<file path="src/rtl/fhs_pkg.sv">
// Shared constants for the floppy host status register bank
package fhs_pkg;
    // Register indices; the byte address is four times the index
    localparam logic [3:0] IDX_DRIVE_OUTPUT_CONTROL = 4'h2;
    localparam logic [3:0] IDX_TAPE_DRIVE_ASSIGN = 4'h3;
    localparam logic [3:0] IDX_MAIN_STATUS_RATE = 4'h4;
    localparam logic [3:0] IDX_DRIVE_TYPE_CONFIG = 4'h8;
    localparam logic [3:0] IDX_BOOT_DRIVE_CONFIG = 4'h9;
    localparam logic [3:0] IDX_CONFIG_CONTROL_RATE = 4'ha;
    localparam logic [3:0] IDX_FLOPPY_MODE = 4'hb;
    localparam int ADDR_LSB = 2;

    // Reset values
    localparam logic [7:0] RST_RATE_AND_PRECOMP = 8'h02;
    localparam logic [7:0] RST_DRIVE_OUTPUT_CONTROL = 8'h00;
    localparam logic [7:0] RST_DRIVE_TYPE_CONFIG = 8'h00;
    localparam logic [7:0] RST_BOOT_DRIVE_CONFIG = 8'h00;
    localparam logic [1:0] RST_TAPE_DRIVE_ASSIGN = 2'h0;
    localparam logic [1:0] RST_CONFIG_CONTROL_RATE = 2'h2;
    localparam logic RST_FLOPPY_MODE = 1'b0;

    // Field positions
    localparam int DOR_DRIVE_SEL_LSB = 0;
    localparam int DOR_NRESET_BIT = 2;
    localparam int DSR_RATE_LSB = 0;
    localparam int DSR_PRECOMP_LSB = 2;
    localparam int DSR_LOW_POWER_BIT = 6;
    localparam int DSR_SOFT_RESET_BIT = 7;
    localparam int MODE_ENHANCED2_BIT = 0;
endpackage

</file>
<file path="src/rtl/fhs_regs.sv">
// Tape assignment, main status and data rate registers behind APB
//
// Functional notes
// - Tape select 00 none, else drives 1-3
// - Drive 0 never a tape drive
// - Tape assignment survives software reset
// - Normal mode: bits 7:2 undriven on read
// - Enhanced mode 2: bits 7:6 read zero
// - Enhanced: bits 5:4 selected drive type code
// - Enhanced: bits 3:2 show boot drive config
// - Main status readable anytime, no wait
// - Status bits 3:0 show drive seek activity
// - Bit 4 shows command in progress
// - Bit 5 shows polled execution phase
// - Bit 6 gives transfer direction
// - Bit 7 permits host data transfer
// - Active rate follows latest rate write
// - Hardware reset loads 02, software reset keeps
// - Bits 4:2 choose write precompensation
// - Bit 6 enters low power; wake on access
// - Bit 7 software reset, self clearing
// - Drive select bits pick one of four
//
// The implementer's own choice: the APB register port.
`timescale 1ns/1ps
`default_nettype none

module fhs_regs (
    input wire logic pclk,
    input wire logic presetn,
    input wire logic clk_en,
    input wire logic psel,
    input wire logic penable,
    input wire logic pwrite,
    input wire logic [7:0] paddr,
    input wire logic [31:0] pwdata,
    input wire logic [3:0] pstrb,
    output logic [31:0] prdata,
    output logic pready,
    output logic pslverr,
    output logic [7:0] prdata_lane_driven,
    input wire logic [3:0] drive_seek_active,
    input wire logic cmd_busy,
    input wire logic exec_phase,
    input wire logic non_dma_selected,
    input wire logic host_transfer_request,
    input wire logic transfer_direction,
    input wire logic data_reg_access,
    output logic [3:0] tape_drive_mask,
    output logic [1:0] active_rate,
    output logic [2:0] write_precomp_select,
    output logic low_power,
    output logic soft_reset,
    output logic [3:0] drive_select_onehot
);

    ////////////////////////////////////////////////////////////////////////
    // Register map, one 8-bit register in the low byte of each word
    //
    // Word 2: drive output control, read/write, cleared by hardware reset.
    //   Bits 1:0 pick the selected drive, bit 2 low holds the controller
    //   in software reset for as long as it stays low.
    // Word 3: tape drive assignment. Bits 1:0 are the only stored bits;
    //   the upper six bits are a read image whose content depends on the
    //   floppy mode word.
    // Word 4: main status on read, rate and precompensation on write.
    //   The two share one address, so a write never changes what a read
    //   of the same word returns.
    // Word 8: per-drive type codes, two bits for each of four drives.
    // Word 9: boot drive number in bits 1:0.
    // Word 10: configuration rate, bits 1:0, read/write.
    // Word 11: floppy mode, bit 0 selects enhanced mode 2.
    //
    // Any other word, and any address with bits 1:0 set, answers with
    // pslverr and leaves every register as it was.
    //
    // Bus timing
    //
    // Every transfer has exactly one access cycle: pready is raised in the
    // cycle after setup, whatever the address. This keeps the status word
    // free of wait states, so a host polling loop costs two cycles a turn.
    // Read data is captured at the setup edge; the status word therefore
    // shows the command engine as it stood one cycle before setup. That
    // lag is harmless because the engine only changes its flags on its own
    // edges and the host re-reads status before every data byte anyway.
    //
    // Reset behaviour
    //
    // Only presetn clears the registers, apart from low power, which the software
    // reset produced here also clears. That reset goes out to the command engine and
    // leaves the rest of this bank untouched, which is what keeps the tape assignment
    // and the rate word across it.
    // soft_reset comes out of reset high, because the output-control reset
    // bit is cleared by hardware reset; software must set that bit before
    // the command engine will run.
    //
    // Low power
    //
    // Setting the low power bit only raises a level here; stopping clocks
    // is the job of whoever consumes it. A wake event in the same cycle as
    // the write that sets the bit wins, so the controller never sleeps
    // through an access that was already under way.

    ////////////////////////////////////////////////////////////////////////
    // Decoding helpers

    // Picks the two-bit type code of one drive out of the type config
    function automatic logic [1:0] type_code(input logic [7:0] cfg,
                                             input logic [1:0] drv);
        logic [1:0] code;
        code = 2'h0;
        case (drv)
            2'h0: code = cfg[1:0];
            2'h1: code = cfg[3:2];
            2'h2: code = cfg[5:4];
            default: code = cfg[7:6];
        endcase
        return code;
    endfunction

    // Binary drive number to one-hot
    function automatic logic [3:0] one_hot(input logic [1:0] drv);
        logic [3:0] oh;
        oh = 4'h0;
        oh[drv] = 1'b1;
        return oh;
    endfunction

    ////////////////////////////////////////////////////////////////////////
    // State

    logic [7:0] drive_output_control;
    logic [1:0] tape_drive_assign;
    logic [7:0] drive_type_config;
    logic [7:0] boot_drive_config;
    logic [1:0] config_control_rate;
    logic enhanced2;
    logic [1:0] rate_select;
    logic [2:0] precomp;
    logic [7:0] controller_main_status;
    logic sw_reset_pulse;

    logic [7:0] next_drive_output_control;
    logic [1:0] next_tape_drive_assign;
    logic [7:0] next_drive_type_config;
    logic [7:0] next_boot_drive_config;
    logic [1:0] next_config_control_rate;
    logic next_enhanced2;
    logic [1:0] next_rate_select;
    logic [2:0] next_precomp;
    logic [7:0] next_controller_main_status;
    logic next_sw_reset_pulse;
    logic next_low_power;
    logic [1:0] next_active_rate;
    logic [31:0] next_prdata;
    logic next_pready;
    logic next_pslverr;
    logic [7:0] next_prdata_lane_driven;

    logic setup;
    logic done;
    logic wr;
    logic rd;
    logic [3:0] idx;
    logic mapped;
    logic [7:0] wbyte;
    logic [7:0] tdr_read;

    ////////////////////////////////////////////////////////////////////////
    // Bus decode; pready is raised one cycle after setup

    localparam int ADDR_LSB_W = fhs_pkg::ADDR_LSB;

    assign setup = psel & ~penable;
    assign done = psel & penable & pready;
    assign wr = done & pwrite & pstrb[0];
    assign rd = done & ~pwrite;
    assign idx = paddr[ADDR_LSB_W +: 4];
    assign wbyte = pwdata[7:0];

    // Unmapped words and misaligned addresses get pslverr
    always_comb begin
        if (paddr[1:0] != 2'h0 || paddr[7:6] != 2'h0) begin
            mapped = 1'b0;
        end else if (idx == fhs_pkg::IDX_DRIVE_OUTPUT_CONTROL) begin
            mapped = 1'b1;
        end else if (idx == fhs_pkg::IDX_TAPE_DRIVE_ASSIGN) begin
            mapped = 1'b1;
        end else if (idx == fhs_pkg::IDX_MAIN_STATUS_RATE) begin
            mapped = 1'b1;
        end else if (idx == fhs_pkg::IDX_DRIVE_TYPE_CONFIG) begin
            mapped = 1'b1;
        end else if (idx == fhs_pkg::IDX_BOOT_DRIVE_CONFIG) begin
            mapped = 1'b1;
        end else if (idx == fhs_pkg::IDX_CONFIG_CONTROL_RATE) begin
            mapped = 1'b1;
        end else if (idx == fhs_pkg::IDX_FLOPPY_MODE) begin
            mapped = 1'b1;
        end else begin
            mapped = 1'b0;
        end
    end

    // Tape register read image depends on floppy mode
    always_comb begin
        if (enhanced2) begin
            tdr_read = {2'h0,
                type_code(drive_type_config,
                    drive_output_control[1:0]),
                boot_drive_config[1:0],
                tape_drive_assign};
        end else begin
            tdr_read = {6'h00, tape_drive_assign};
        end
    end

    ////////////////////////////////////////////////////////////////////////
    // Next-state logic for registers, status and bus answer

    always_comb begin
        next_drive_output_control = drive_output_control;
        next_tape_drive_assign = tape_drive_assign;
        next_drive_type_config = drive_type_config;
        next_boot_drive_config = boot_drive_config;
        next_config_control_rate = config_control_rate;
        next_enhanced2 = enhanced2;
        next_rate_select = rate_select;
        next_precomp = precomp;
        next_active_rate = active_rate;
        next_low_power = low_power;
        next_sw_reset_pulse = 1'b0;
        next_prdata = prdata;
        next_prdata_lane_driven = prdata_lane_driven;
        next_pready = setup & ~pready;
        next_pslverr = setup & ~pready & ~mapped;

        // Status snapshot every cycle, so a read never waits
        next_controller_main_status = {
            host_transfer_request,
            transfer_direction,
            non_dma_selected & exec_phase,
            cmd_busy,
            drive_seek_active
        };

        // Read data is sampled in setup and held through access
        if (setup && !pwrite) begin
            next_prdata = 32'h0000_0000;
            next_prdata_lane_driven = 8'hff;
            if (idx == fhs_pkg::IDX_DRIVE_OUTPUT_CONTROL) begin
                next_prdata[7:0] = drive_output_control;
            end else if (idx == fhs_pkg::IDX_TAPE_DRIVE_ASSIGN) begin
                next_prdata[7:0] = tdr_read;
                if (!enhanced2) begin
                    next_prdata_lane_driven = 8'h03;
                end
            end else if (idx == fhs_pkg::IDX_MAIN_STATUS_RATE) begin
                next_prdata[7:0] = controller_main_status;
            end else if (idx == fhs_pkg::IDX_DRIVE_TYPE_CONFIG) begin
                next_prdata[7:0] = drive_type_config;
            end else if (idx == fhs_pkg::IDX_BOOT_DRIVE_CONFIG) begin
                next_prdata[7:0] = boot_drive_config;
            end else if (idx == fhs_pkg::IDX_CONFIG_CONTROL_RATE) begin
                next_prdata[1:0] = config_control_rate;
            end else if (idx == fhs_pkg::IDX_FLOPPY_MODE) begin
                next_prdata[0] = enhanced2;
            end
        end

        // Register writes take effect at the completing edge
        if (wr && mapped) begin
            if (idx == fhs_pkg::IDX_DRIVE_OUTPUT_CONTROL) begin
                next_drive_output_control = wbyte;
            end else if (idx == fhs_pkg::IDX_TAPE_DRIVE_ASSIGN) begin
                next_tape_drive_assign = wbyte[1:0];
            end else if (idx == fhs_pkg::IDX_MAIN_STATUS_RATE) begin
                // Bit 5 is not stored, so any value there is harmless
                next_rate_select = wbyte[fhs_pkg::DSR_RATE_LSB +: 2];
                next_precomp = wbyte[fhs_pkg::DSR_PRECOMP_LSB +: 3];
                next_active_rate = wbyte[fhs_pkg::DSR_RATE_LSB +: 2];
                next_low_power = wbyte[fhs_pkg::DSR_LOW_POWER_BIT];
                next_sw_reset_pulse =
                    wbyte[fhs_pkg::DSR_SOFT_RESET_BIT];
            end else if (idx == fhs_pkg::IDX_DRIVE_TYPE_CONFIG) begin
                next_drive_type_config = wbyte;
            end else if (idx == fhs_pkg::IDX_BOOT_DRIVE_CONFIG) begin
                next_boot_drive_config = wbyte;
            end else if (idx == fhs_pkg::IDX_CONFIG_CONTROL_RATE) begin
                next_config_control_rate = wbyte[1:0];
                next_active_rate = wbyte[1:0];
            end else if (idx == fhs_pkg::IDX_FLOPPY_MODE) begin
                next_enhanced2 = wbyte[fhs_pkg::MODE_ENHANCED2_BIT];
            end
        end

        // Wake on status read, data access or software reset
        if ((rd && mapped && idx == fhs_pkg::IDX_MAIN_STATUS_RATE) ||
            data_reg_access || soft_reset || sw_reset_pulse) begin
            next_low_power = 1'b0;
        end
    end

    ////////////////////////////////////////////////////////////////////////
    // Stored register state and the registered bus outputs

    always_ff @(posedge pclk or negedge presetn) begin
        if (!presetn) begin
            drive_output_control <= fhs_pkg::RST_DRIVE_OUTPUT_CONTROL;
            tape_drive_assign <= fhs_pkg::RST_TAPE_DRIVE_ASSIGN;
            drive_type_config <= fhs_pkg::RST_DRIVE_TYPE_CONFIG;
            boot_drive_config <= fhs_pkg::RST_BOOT_DRIVE_CONFIG;
            config_control_rate <= fhs_pkg::RST_CONFIG_CONTROL_RATE;
            enhanced2 <= fhs_pkg::RST_FLOPPY_MODE;
            rate_select <= fhs_pkg::RST_RATE_AND_PRECOMP[1:0];
            precomp <= fhs_pkg::RST_RATE_AND_PRECOMP[4:2];
            active_rate <= fhs_pkg::RST_RATE_AND_PRECOMP[1:0];
            low_power <= 1'b0;
            sw_reset_pulse <= 1'b0;
            controller_main_status <= 8'h00;
            prdata <= 32'h0000_0000;
            prdata_lane_driven <= 8'h00;
            pready <= 1'b0;
            pslverr <= 1'b0;
        end else if (clk_en) begin
            // Software reset touches none of these registers except low_power, which it clears
            drive_output_control <= next_drive_output_control;
            tape_drive_assign <= next_tape_drive_assign;
            drive_type_config <= next_drive_type_config;
            boot_drive_config <= next_boot_drive_config;
            config_control_rate <= next_config_control_rate;
            enhanced2 <= next_enhanced2;
            rate_select <= next_rate_select;
            precomp <= next_precomp;
            active_rate <= next_active_rate;
            low_power <= next_low_power;
            sw_reset_pulse <= next_sw_reset_pulse;
            controller_main_status <= next_controller_main_status;
            prdata <= next_prdata;
            prdata_lane_driven <= next_prdata_lane_driven;
            pready <= next_pready;
            pslverr <= next_pslverr;
        end
    end

    // Derived outputs, also flopped so the top has no glue on its pins
    always_ff @(posedge pclk or negedge presetn) begin
        if (!presetn) begin
            tape_drive_mask <= 4'h0;
            write_precomp_select <= 3'h0;
            soft_reset <= 1'b1;
            drive_select_onehot <= 4'h1;
        end else if (clk_en) begin
            // Encoding 00 leaves every mask bit clear; bit 0 never set
            tape_drive_mask <= (tape_drive_assign == 2'h0) ? 4'h0 :
                (one_hot(tape_drive_assign) & 4'he);
            write_precomp_select <= precomp;
            // Level while the output-control reset bit is low
            soft_reset <= ~next_drive_output_control[
                fhs_pkg::DOR_NRESET_BIT] | next_sw_reset_pulse;
            drive_select_onehot <= one_hot(
                next_drive_output_control[
                    fhs_pkg::DOR_DRIVE_SEL_LSB +: 2]);
        end
    end

endmodule

`default_nettype wire

</file>
<file path="config.mk">
export PLATFORM = sky130hd
export DESIGN_NAME = fhs_regs
export DESIGN_NICKNAME = d
export VERILOG_FILES = /design/src/rtl/fhs_pkg.sv /design/src/rtl/fhs_regs.sv
export SDC_FILE = /design/constraint.sdc
export NUM_CORES = 1
export LEC_CHECK = 0
export BUFFER_PORTS_ARGS = -buffer_cell sky130_fd_sc_hd__buf_4
export CAP_MARGIN = 30
export CORE_UTILIZATION = 48
export CTS_BUF_LIST = sky130_fd_sc_hd__clkbuf_4
export CTS_CLUSTER_SIZE = 16
export DETAILED_ROUTE_END_ITERATION = 10
export GPL_TIMING_DRIVEN = 0
export MAX_ROUTING_LAYER = met4
export PLACE_DENSITY = 0.74
export SLEW_MARGIN = 20
export SYNTH_ARGS = -nofsm -noshare
export SYNTH_HDL_FRONTEND = slang
export SYNTH_SLANG_ARGS = --single-unit
</file>
<file path="constraint.sdc">
create_clock -name pclk -period 2.37 [get_ports pclk]
set_input_delay 0.237 -clock pclk [delete_from_list [all_inputs] [get_ports pclk]]
set_output_delay 0.237 -clock pclk [all_outputs]
set_load 0.01 [all_outputs]
</file>
==> impl_summary.log, run 1 <==
INFO  metric place.detailed.instances = 513
INFO  metric grt_use_total = 0.248
INFO  metric postRouteWirelength = 8950 um
INFO  metric global_route_wire_length_before_repair = 13,600 um
INFO  metric clock_insertion_delay_worst_skew = 0.42 ns
INFO  metric place_congestion = 0.894
INFO  metric critPathLaunch = pready$_DFFE_PN0P_
INFO  metric cts.reportedPaths.clkPinSlew = 0.11 ns
INFO  metric critPathBufInv = 0
INFO  metric crit_family = simple AND/OR/NAND/NOR gates
INFO  metric synth_top_area_frac = 0.437
INFO  metric final_hold_fails = 0
INFO  metric stdcell_count = 529
INFO  metric critPathRequiredTime = 2.67 ns
INFO  metric routedWlPerCell = 16.9 um
INFO  metric static-leakage-power = 2.06 nW
INFO  metric crit_path_max_fanout = 8
INFO  metric fin_nets = 486
INFO  metric critPathSlowestCell = sky130_fd_sc_hd__nor4_4
INFO  metric cts.htree.levels = 3
INFO  metric post_cts_hold_buffer_count = 1
INFO  metric outcome = finished, final reports clean
INFO  metric hold_path.startpoint = cmd_busy
INFO  metric r2r-end = drive_output_control[3]$_DFFE_PN0P_
INFO  metric syn-instance-count = 328
INFO  metric design.core.area = 0.00725 sq mm
INFO  metric cts_repair_resize_count = 0
INFO  metric seq_power_share = 0.525
INFO  metric cts-buffers-inserted = 9
INFO  metric ys_top_cells_by_count = sky130_fd_sc_hd__dfrtp_1, sky130_fd_sc_hd__mux2_2, sky130_fd_sc_hd__buf_4, sky130_fd_sc_hd__clkbuf_1, sky130_fd_sc_hd__o21ai_0
INFO  metric initial_utilization = 0.497
INFO  metric combPwrFrac = 0.163
INFO  metric avgViaCountPerCell = 5.48
INFO  metric synth_area = 0.00361 sq mm
INFO  metric drive_above_1_share = 0.405
INFO  metric p_int = 1.71 mW
INFO  metric yosysWarnings = 0
INFO  metric drt_pre_antenna_iters = 4
INFO  metric n_fill_cell = 628
INFO  metric fmax = 0.448 GHz
INFO  metric cts_tree = done
INFO  metric critPathArrivalTime = 2.53 ns
INFO  metric synth_area_leaders = sky130_fd_sc_hd__dfrtp_1, sky130_fd_sc_hd__mux2_2, sky130_fd_sc_hd__buf_4, sky130_fd_sc_hd__dfstp_2, sky130_fd_sc_hd__o21ai_0
INFO  metric switching_share = 0.267
INFO  metric die-area = 0.00787 sq mm
INFO  metric cellPowerDensity = 527 mW/mm^2
INFO  metric slowest_delay = 0.87 ns
INFO  metric post_synth.cell_area_avg = 11.0 sq um
INFO  metric worst-setup-path-type = register to register
INFO  metric path_depth = 3
INFO  metric dpl_cell_area = 0.00429 sq mm
INFO  metric p_sw = 0.623 mW
INFO  metric worst_setup_path_end_kind = register
INFO  metric setup.reg_to_reg.worst_slack = 0.14 ns
INFO  metric boundaryPins = 117
INFO  metric antenna_left = 0
INFO  metric r2r.worst_path.cells = 3
INFO  metric synth_async_sr_flop_share = 1.00
INFO  metric timing.final.max_slew_violations = 0
INFO  metric dr.first_iter.drc_count = 219
INFO  metric max-cap-violations = 0
INFO  metric vdd.ir_drop.worst = 0.405 mV
INFO  metric clk_path_buf_depth = 2
INFO  metric fp.dieH = 88.7 um
INFO  metric grt_max_degree = 68
INFO  metric report.final.setup_viol = 0
INFO  metric overflow = 0
INFO  metric post-cts-setup-buffers = 0
INFO  metric timing.critical_path.cells = nand3_1 > nor4_4 > mux2_2
INFO  metric antennaDiodeCount = 0
INFO  metric ys_types = 52
INFO  metric port-buffer-count = 62
INFO  metric route.detailed.drc = 0
INFO  metric fin_total_pwr = 2.33 mW
INFO  metric layout.cell_area.non_filler = 0.00442 sq mm
INFO  metric postSynthRegisterBits = 67
INFO  metric detailroute.via_count = 2,900
INFO  metric synth.largest_area_cell = sky130_fd_sc_hd__dfrtp_1
INFO  metric setup.worst_path.start_class = register
INFO  metric clkSinkCount = 67
INFO  metric detailed_place_hpwl = 6380 um
INFO  metric finalCriticalPeriod = 2.23 ns
INFO  metric worst_slew_margin_rel = 0.434
INFO  metric yosysMostFrequentCell = sky130_fd_sc_hd__dfrtp_1
INFO  metric area_delta_synth_final = 22.6%
INFO  metric first_global_vias = 2,561
INFO  metric grt_antenna_before_repair = 0
INFO  metric timing_worst_slew_pin_value = 0.843 ns
INFO  metric rsz0062_at_grt = false
INFO  metric clock_tree.root_cell = sky130_fd_sc_hd__clkbuf_4
INFO  metric dominantRegCellSynth = sky130_fd_sc_hd__dfrtp_1
INFO  metric r2r-start = pready$_DFFE_PN0P_
INFO  metric synth_sequential_area_ratio = 0.466
INFO  metric post-route-period-util = 0.942
INFO  metric crit_path_end = drive_output_control[3]$_DFFE_PN0P_
INFO  metric hold_path_class = input pin to register
INFO  metric dieWidth = 88.7 um
INFO  metric power.clock.fraction = 0.312
INFO  metric rows = 31
INFO  metric synth_edf_count = 0
INFO  metric fin_clk_skew = 0.0174 ns
[worst register-to-register path, stage by stage (launching register included)]
cell and delay [ns]:
sky130_fd_sc_hd__dfrtp_1 0.43, sky130_fd_sc_hd__nand3_1 0.39, sky130_fd_sc_hd__nor4_4 0.88, sky130_fd_sc_hd__mux2_2 0.41
[metrics by stage]
stage / utilization / hold WS (ns) / setup TNS [ns] / setup WS [ns]
after global routing: 0.610 / 0.0397 / 0 / 0.0826
after global placement: 0.591 / 0.376 / 0 / 0.00964
after CTS: 0.610 / 0.0364 / 0 / 0.160
final: 0.610 / 0.0448 / 0 / 0.137
after floorplan: - / -0.0586 / 0 / 0.465
after detailed placement: 0.591 / 0.394 / -0.0450 / -0.0204
[cell usage in the layout (no fill, tap or decap), drive strengths merged, types with 2 or more instances in the layout]
cell type,count
nor3,5
nand3b,11
clkinv,4
inv,8
or3b,4
nor4b,3
nor2b,3
nor4,5
a31o,3
nand4b,3
nor3b,2
or4,2
nand3,12
mux2i,7
o21ai,17
and2,2
and3,2
a311oi,4
a21oi,12
clkbuf,29
buf,97
or2,2
o22ai,3
o221ai,3
or4b,2
a22o,3
dfstp,4
dfrtp,63
nor2,11
mux2,46
or4bb,3
conb,25
a31oi,5
nand2,10
nand4,2
[area by class of cell]
cell class / instances / area [sq um] / share of cell area
clock inverters: 4 / 42.5 / 0.00962
flip-flops and latches: 67 / 1680 / 0.380
clock buffers: 11 / 82.6 / 0.0187
multi-input cells: 223 / 1660 / 0.376
well taps: 99 / 124 / 0.0280
inverters: 9 / 33.8 / 0.00764
repair buffers: 63 / 475 / 0.107
plain buffers: 53 / 320 / 0.0724
[state kept, by name, summed over array words and instances, names as in the netlist, 2 cells and up]
register	cells
config_control_rate	2
tape_drive_assign	2
boot_drive_config	8
drive_select_onehot	4
write_precomp_select	3
drive_type_config	8
drive_output_control	8
controller_main_status	8
active_rate	2
precomp	3
prdata	8
prdata_lane_driven	2
tape_drive_mask	3
[power by group through the flow]
stage	combinational [mW]	clock [mW]	sequential, mW
after global placement	0.371	0	1.24
after floorplan	0.188	0	1.25
after global routing	0.417	0.783	1.23
final	0.380	0.726	1.22
after CTS	0.379	0.737	1.22
after detailed placement	0.378	0	1.25
[per-layer routing]
metal,global-route usage,vias to the layer above,wire (um)
li1,-,1343,-
met1,0.331,1404,4090
met2,0.380,141,4140
met3,0.0420,12,581
met4,0.0938,0,140
met5,-,-,0
[cell families (layout without fill, tap and decap cells)]
logic type,Yosys count,after routing,share of synthesized area
buffers and inverters,62,140,0.0981
and+or+nand+nor,88,88,0.171
other,1,25,0.00104
DFF,67,67,0.466
muxes,53,53,0.163
AOI/OAI and AO/OA,57,57,0.101
[how the worst min path moves through the flow]
| stage | slack (ns) | end | cells after the start |
|---|---|---|---|
| 2_1_floorplan | -0.06 | active_rate[0]$_DFFE_PN0P_ | 0 |
| 3_3_place_gp | 0.38 | write_precomp_select[1]$_DFFE_PN0P_ | 1 |
| 3_5_place_dp | 0.39 | write_precomp_select[1]$_DFFE_PN0P_ | 1 |
| 4_1_cts | 0.04 | controller_main_status[4]$_DFFE_PN0P_ | 2 |
| 5_1_grt | 0.04 | controller_main_status[4]$_DFFE_PN0P_ | 2 |
| 6_report | 0.04 | controller_main_status[4]$_DFFE_PN0P_ | 2 |
No activity file was read; power rests on OpenSTA's default activity.
==> run 2: changes to the inputs <==
Settings changed: ABC_AREA set to 1.
==> run 2 against run 1 <==
Register-to-register slack improved by 0.52 ns; sequential share of layout area rose by 0.17 points; core utilization rose by 2.4 points; final cell count rose by 23%; routed wire length fell by 1.0%; area after synthesis fell by 2.2%; fmax rose by 31%; clock-buffer cell count fell by 2; critical path type unchanged; largest cell class unchanged.
==> impl_summary.log, run 2 <==
INFO  metric drive_above_1_share = 0.268 (-0.137)
INFO  metric crit_family = simple AND/OR/NAND/NOR gates
INFO  metric post_synth.cell_area_avg = 7.84 sq um (-29%)
INFO  metric post-route-period-util = 0.721 (-0.221)
INFO  metric port-buffer-count = 63 (+1.6%)
INFO  metric rows = 30 (-3.2%)
INFO  metric stdcell_count = 652 (+23%)
INFO  metric worst-setup-path-type = register to register
INFO  metric timing_worst_slew_pin_value = 0.863 ns (+0.0207 ns)
INFO  metric postSynthRegisterBits = 67 (unchanged)
INFO  metric synth_area_leaders = sky130_fd_sc_hd__dfrtp_1, sky130_fd_sc_hd__nand2_1, sky130_fd_sc_hd__buf_4, sky130_fd_sc_hd__o21ai_0, sky130_fd_sc_hd__inv_1
INFO  metric fin_tns_setup = 0 ns (unchanged)
INFO  metric yosysWarnings = 0 (unchanged)
INFO  metric synth_edf_count = 0 (unchanged)
INFO  metric clock_tree.root_cell = sky130_fd_sc_hd__clkbuf_4
INFO  metric slowest_delay = 0.39 ns (-0.48 ns)
INFO  metric overflow = 0 (unchanged)
INFO  metric postRouteWirelength = 8860 um (-1.0%)
INFO  metric static-leakage-power = 2.35 nW (+14%)
INFO  metric cts_tree = done
INFO  metric report.final.setup_viol = 0 (unchanged)
INFO  metric fin_ws = 0.661 ns (+0.524 ns)
INFO  metric synth_async_sr_flop_share = 1.00 (unchanged)
INFO  metric critPathArrivalTime = 2.01 ns (-0.52 ns)
INFO  metric fp.dieH = 87.8 um (-1.1%)
INFO  metric clock_insertion_delay_worst_skew = 0.43 ns (about the same)
INFO  metric place.detailed.instances = 633 (+23%)
INFO  metric post_synth_mux_area_share = 0 (-0.163)
INFO  metric cts.reportedPaths.clkPinSlew = 0.11 ns (about the same)
INFO  metric finalCriticalPeriod = 1.71 ns (-0.524 ns)
INFO  metric synth-compound-area-share = 0.110 (+0.00900)
INFO  metric yosys.area_share.simple = 0.277 (+0.106)
INFO  metric fmax = 0.585 GHz (+31%)
INFO  metric fin_nets = 611 (+26%)
INFO  metric synth_sequential_area_ratio = 0.476 (+0.0104)
INFO  metric vdd.ir_drop.worst = 0.433 mV (+7.0%)
INFO  metric synth_top_area_frac = 0.447 (+0.00976)
INFO  metric syn-instance-count = 450 (+37%)
INFO  metric final_common_cell = sky130_fd_sc_hd__nand2_1
INFO  metric final_hold_fails = 0 (unchanged)
INFO  metric critPathBufInv = 1 (+1)
INFO  metric most_frequent_cells_in_the_layout = sky130_fd_sc_hd__nand2_1, sky130_fd_sc_hd__buf_4, sky130_fd_sc_hd__dfrtp_1
INFO  metric worst_setup_path_end_kind = register
INFO  metric timing.final.max_slew_violations = 0 (unchanged)
INFO  metric first_global_vias = 2,834 (+11%)
INFO  metric ys_top_cells_by_count = sky130_fd_sc_hd__nand2_1, sky130_fd_sc_hd__dfrtp_1, sky130_fd_sc_hd__inv_1, sky130_fd_sc_hd__o21ai_0, sky130_fd_sc_hd__buf_4
INFO  metric detailed_place_hpwl = 6610 um (+3.7%)
INFO  metric design.core.area = 0.00694 sq mm (-4.3%)
INFO  metric area_delta_synth_final = 24.7%
INFO  metric timing.critical_path.cells = nand3_1 > nor2_2 > nand3_4 > nor3_4 > buf_6 > o21ai_0
INFO  metric outcome = finished, final reports clean
INFO  metric critPathSlowestCell = sky130_fd_sc_hd__dfrtp_1
INFO  metric post-place-ws = 0.589 ns (+0.609 ns)
INFO  metric synth_top_family_by_area = simple AND/OR/NAND/NOR gates
INFO  metric fin_worst_hold_slack = 0.0119 ns (-0.0328 ns)
INFO  metric antennaDiodeCount = 0 (unchanged)
INFO  metric initial_utilization = 0.508 (+0.0108)
INFO  metric synth_area = 0.00353 sq mm (-2.2%)
INFO  metric route.detailed.drc = 0 (unchanged)
INFO  metric synthXorXnorAreaFrac = 0 (unchanged)
INFO  metric place_congestion = 0.922 (+3.1%)
INFO  metric final_core_utilization = 0.634 (+0.0243)
INFO  metric synthAdderAreaFrac = 0 (unchanged)
INFO  metric fin_clk_skew = 0.0174 ns (+0.0000827 ns)
INFO  metric synth.largest_area_cell = sky130_fd_sc_hd__dfrtp_1
INFO  metric hold_path_class = input pin to register
INFO  metric boundaryPins = 117 (unchanged)
INFO  metric cts_repair_resize_count = 0 (unchanged)
INFO  metric die-area = 0.00770 sq mm (-2.1%)
INFO  metric cts.htree.levels = 3 (unchanged)
INFO  metric clk_path_buf_depth = 2 (unchanged)
INFO  metric critPathRequiredTime = 2.67 ns (about the same)
INFO  metric ys_types = 33 (-37%)
INFO  metric grt_max_degree = 68 (unchanged)
INFO  metric routedWlPerCell = 13.6 um (-20%)
INFO  metric cellPowerDensity = 565 mW/mm^2 (+7.2%)
INFO  metric dpl_cell_area = 0.00421 sq mm (-1.8%)
INFO  metric grt_use_total = 0.257 (+0.00937)
INFO  metric dominantRegCellSynth = sky130_fd_sc_hd__dfrtp_1
INFO  metric dr.first_iter.drc_count = 148 (-32%)
INFO  metric grt_antenna_before_repair = 0 (unchanged)
INFO  metric fin_total_pwr = 2.49 mW (+6.7%)
INFO  metric antenna_left = 0 (unchanged)
INFO  metric cts-buffers-inserted = 9 (unchanged)
INFO  metric drt_pre_antenna_iters = 6 (+2)
INFO  metric rsz0062_at_grt = false
INFO  metric layout.cell_area.non_filler = 0.00440 sq mm (-0.45%)
INFO  metric worst_slew_margin_rel = 0.424 (-0.00956)
INFO  metric crit_path_max_fanout = 10 (+2)
INFO  metric setup.worst_path.start_class = register
INFO  metric yosysMostFrequentCell = sky130_fd_sc_hd__nand2_1
INFO  metric global_route_wire_length_before_repair = 14,300 um (+5.1%)
INFO  metric dieWidth = 87.8 um (-1.1%)
INFO  metric avgViaCountPerCell = 4.80 (-12%)
INFO  metric max-cap-violations = 0 (unchanged)
INFO  metric detailroute.via_count = 3,129 (+7.9%)
INFO  metric clkSinkCount = 67 (unchanged)
run 2: cell count changes after synthesis, sizes merged, moves of 5 or more:
cell | previous run | this run
mux2 | 46 | 0
inv | 8 | 49
o21ai | 17 | 52
clkbuf | 18 | 3
nand3 | 12 | 32
nor4 | 5 | 0
mux2i | 7 | 0
nor2 | 11 | 36
nand3b | 11 | 0
nand2 | 10 | 151
a21oi | 12 | 3
run 2: cell type report:
type                    instances  area, sq um
fillers                       638         2540
flip-flops and latches         67         1680
multi-input cells             316         1460
repair buffers                 66          503
plain buffers                  42          294
inverters                      49          184
well taps                      96          120
clock inverters                 7         92.6
clock buffers                   9         67.6
run 2: report_power, final:
group          leakage [nW]  total (mW)  switching [mW]  internal, mW
clock                0.0796       0.855           0.431         0.423
combinational          1.44       0.399           0.227         0.173
sequential            0.837        1.23          0.0351          1.20
run 2: per-layer routing:
metal,routed length (um),part of all wire,global-route usage
met1,4090,0.46,0.356
met2,4150,0.47,0.390
met3,530,0.060,0.0452
met4,97,0.011,0.0700
met5,0,0,-
run 2: worst reg2reg max path, cell delays in order, from the launching register on:
cell and delay (ns):
sky130_fd_sc_hd__dfrtp_1 0.39, sky130_fd_sc_hd__nand3_1 0.11, sky130_fd_sc_hd__nor2_2 0.23, sky130_fd_sc_hd__nand3_4 0.21
sky130_fd_sc_hd__nor3_4 0.36, sky130_fd_sc_hd__buf_6 0.21, sky130_fd_sc_hd__o21ai_0 0.09
run 2: kinds of logic after synthesis:
family,after synthesis
simple gates,226
buf+inv,91
compound gates,65
flops,67
other cells,1
run 2: path summary, 6_finish.rpt:
path,from,end,slack (ns),cells past startpoint
setup / recovery,pready$_DFFE_PN0P_,boot_drive_config[7]$_DFFE_PN0P_,0.66,6
max in group asynchronous,presetn,drive_type_config[1]$_DFFE_PN0P_,1.34,2
hold / removal,drive_seek_active[1],controller_main_status[1]$_DFFE_PN0P_,0.01,3
hold reg to reg,config_control_rate[1]$_DFFE_PN1P_,config_control_rate[1]$_DFFE_PN1P_,0.48,2
setup reg to reg,pready$_DFFE_PN0P_,boot_drive_config[7]$_DFFE_PN0P_,0.66,6
min in group asynchronous,presetn,tape_drive_mask[3]$_DFFE_PN0P_,0.43,2
run 2: timing repair:
action / in CTS / in global routing
setup buffers: 0 / 0
hold endpoints to repair: 65 / 0
hold buffers: 3 / 0
setup endpoints to repair: 0 / 0
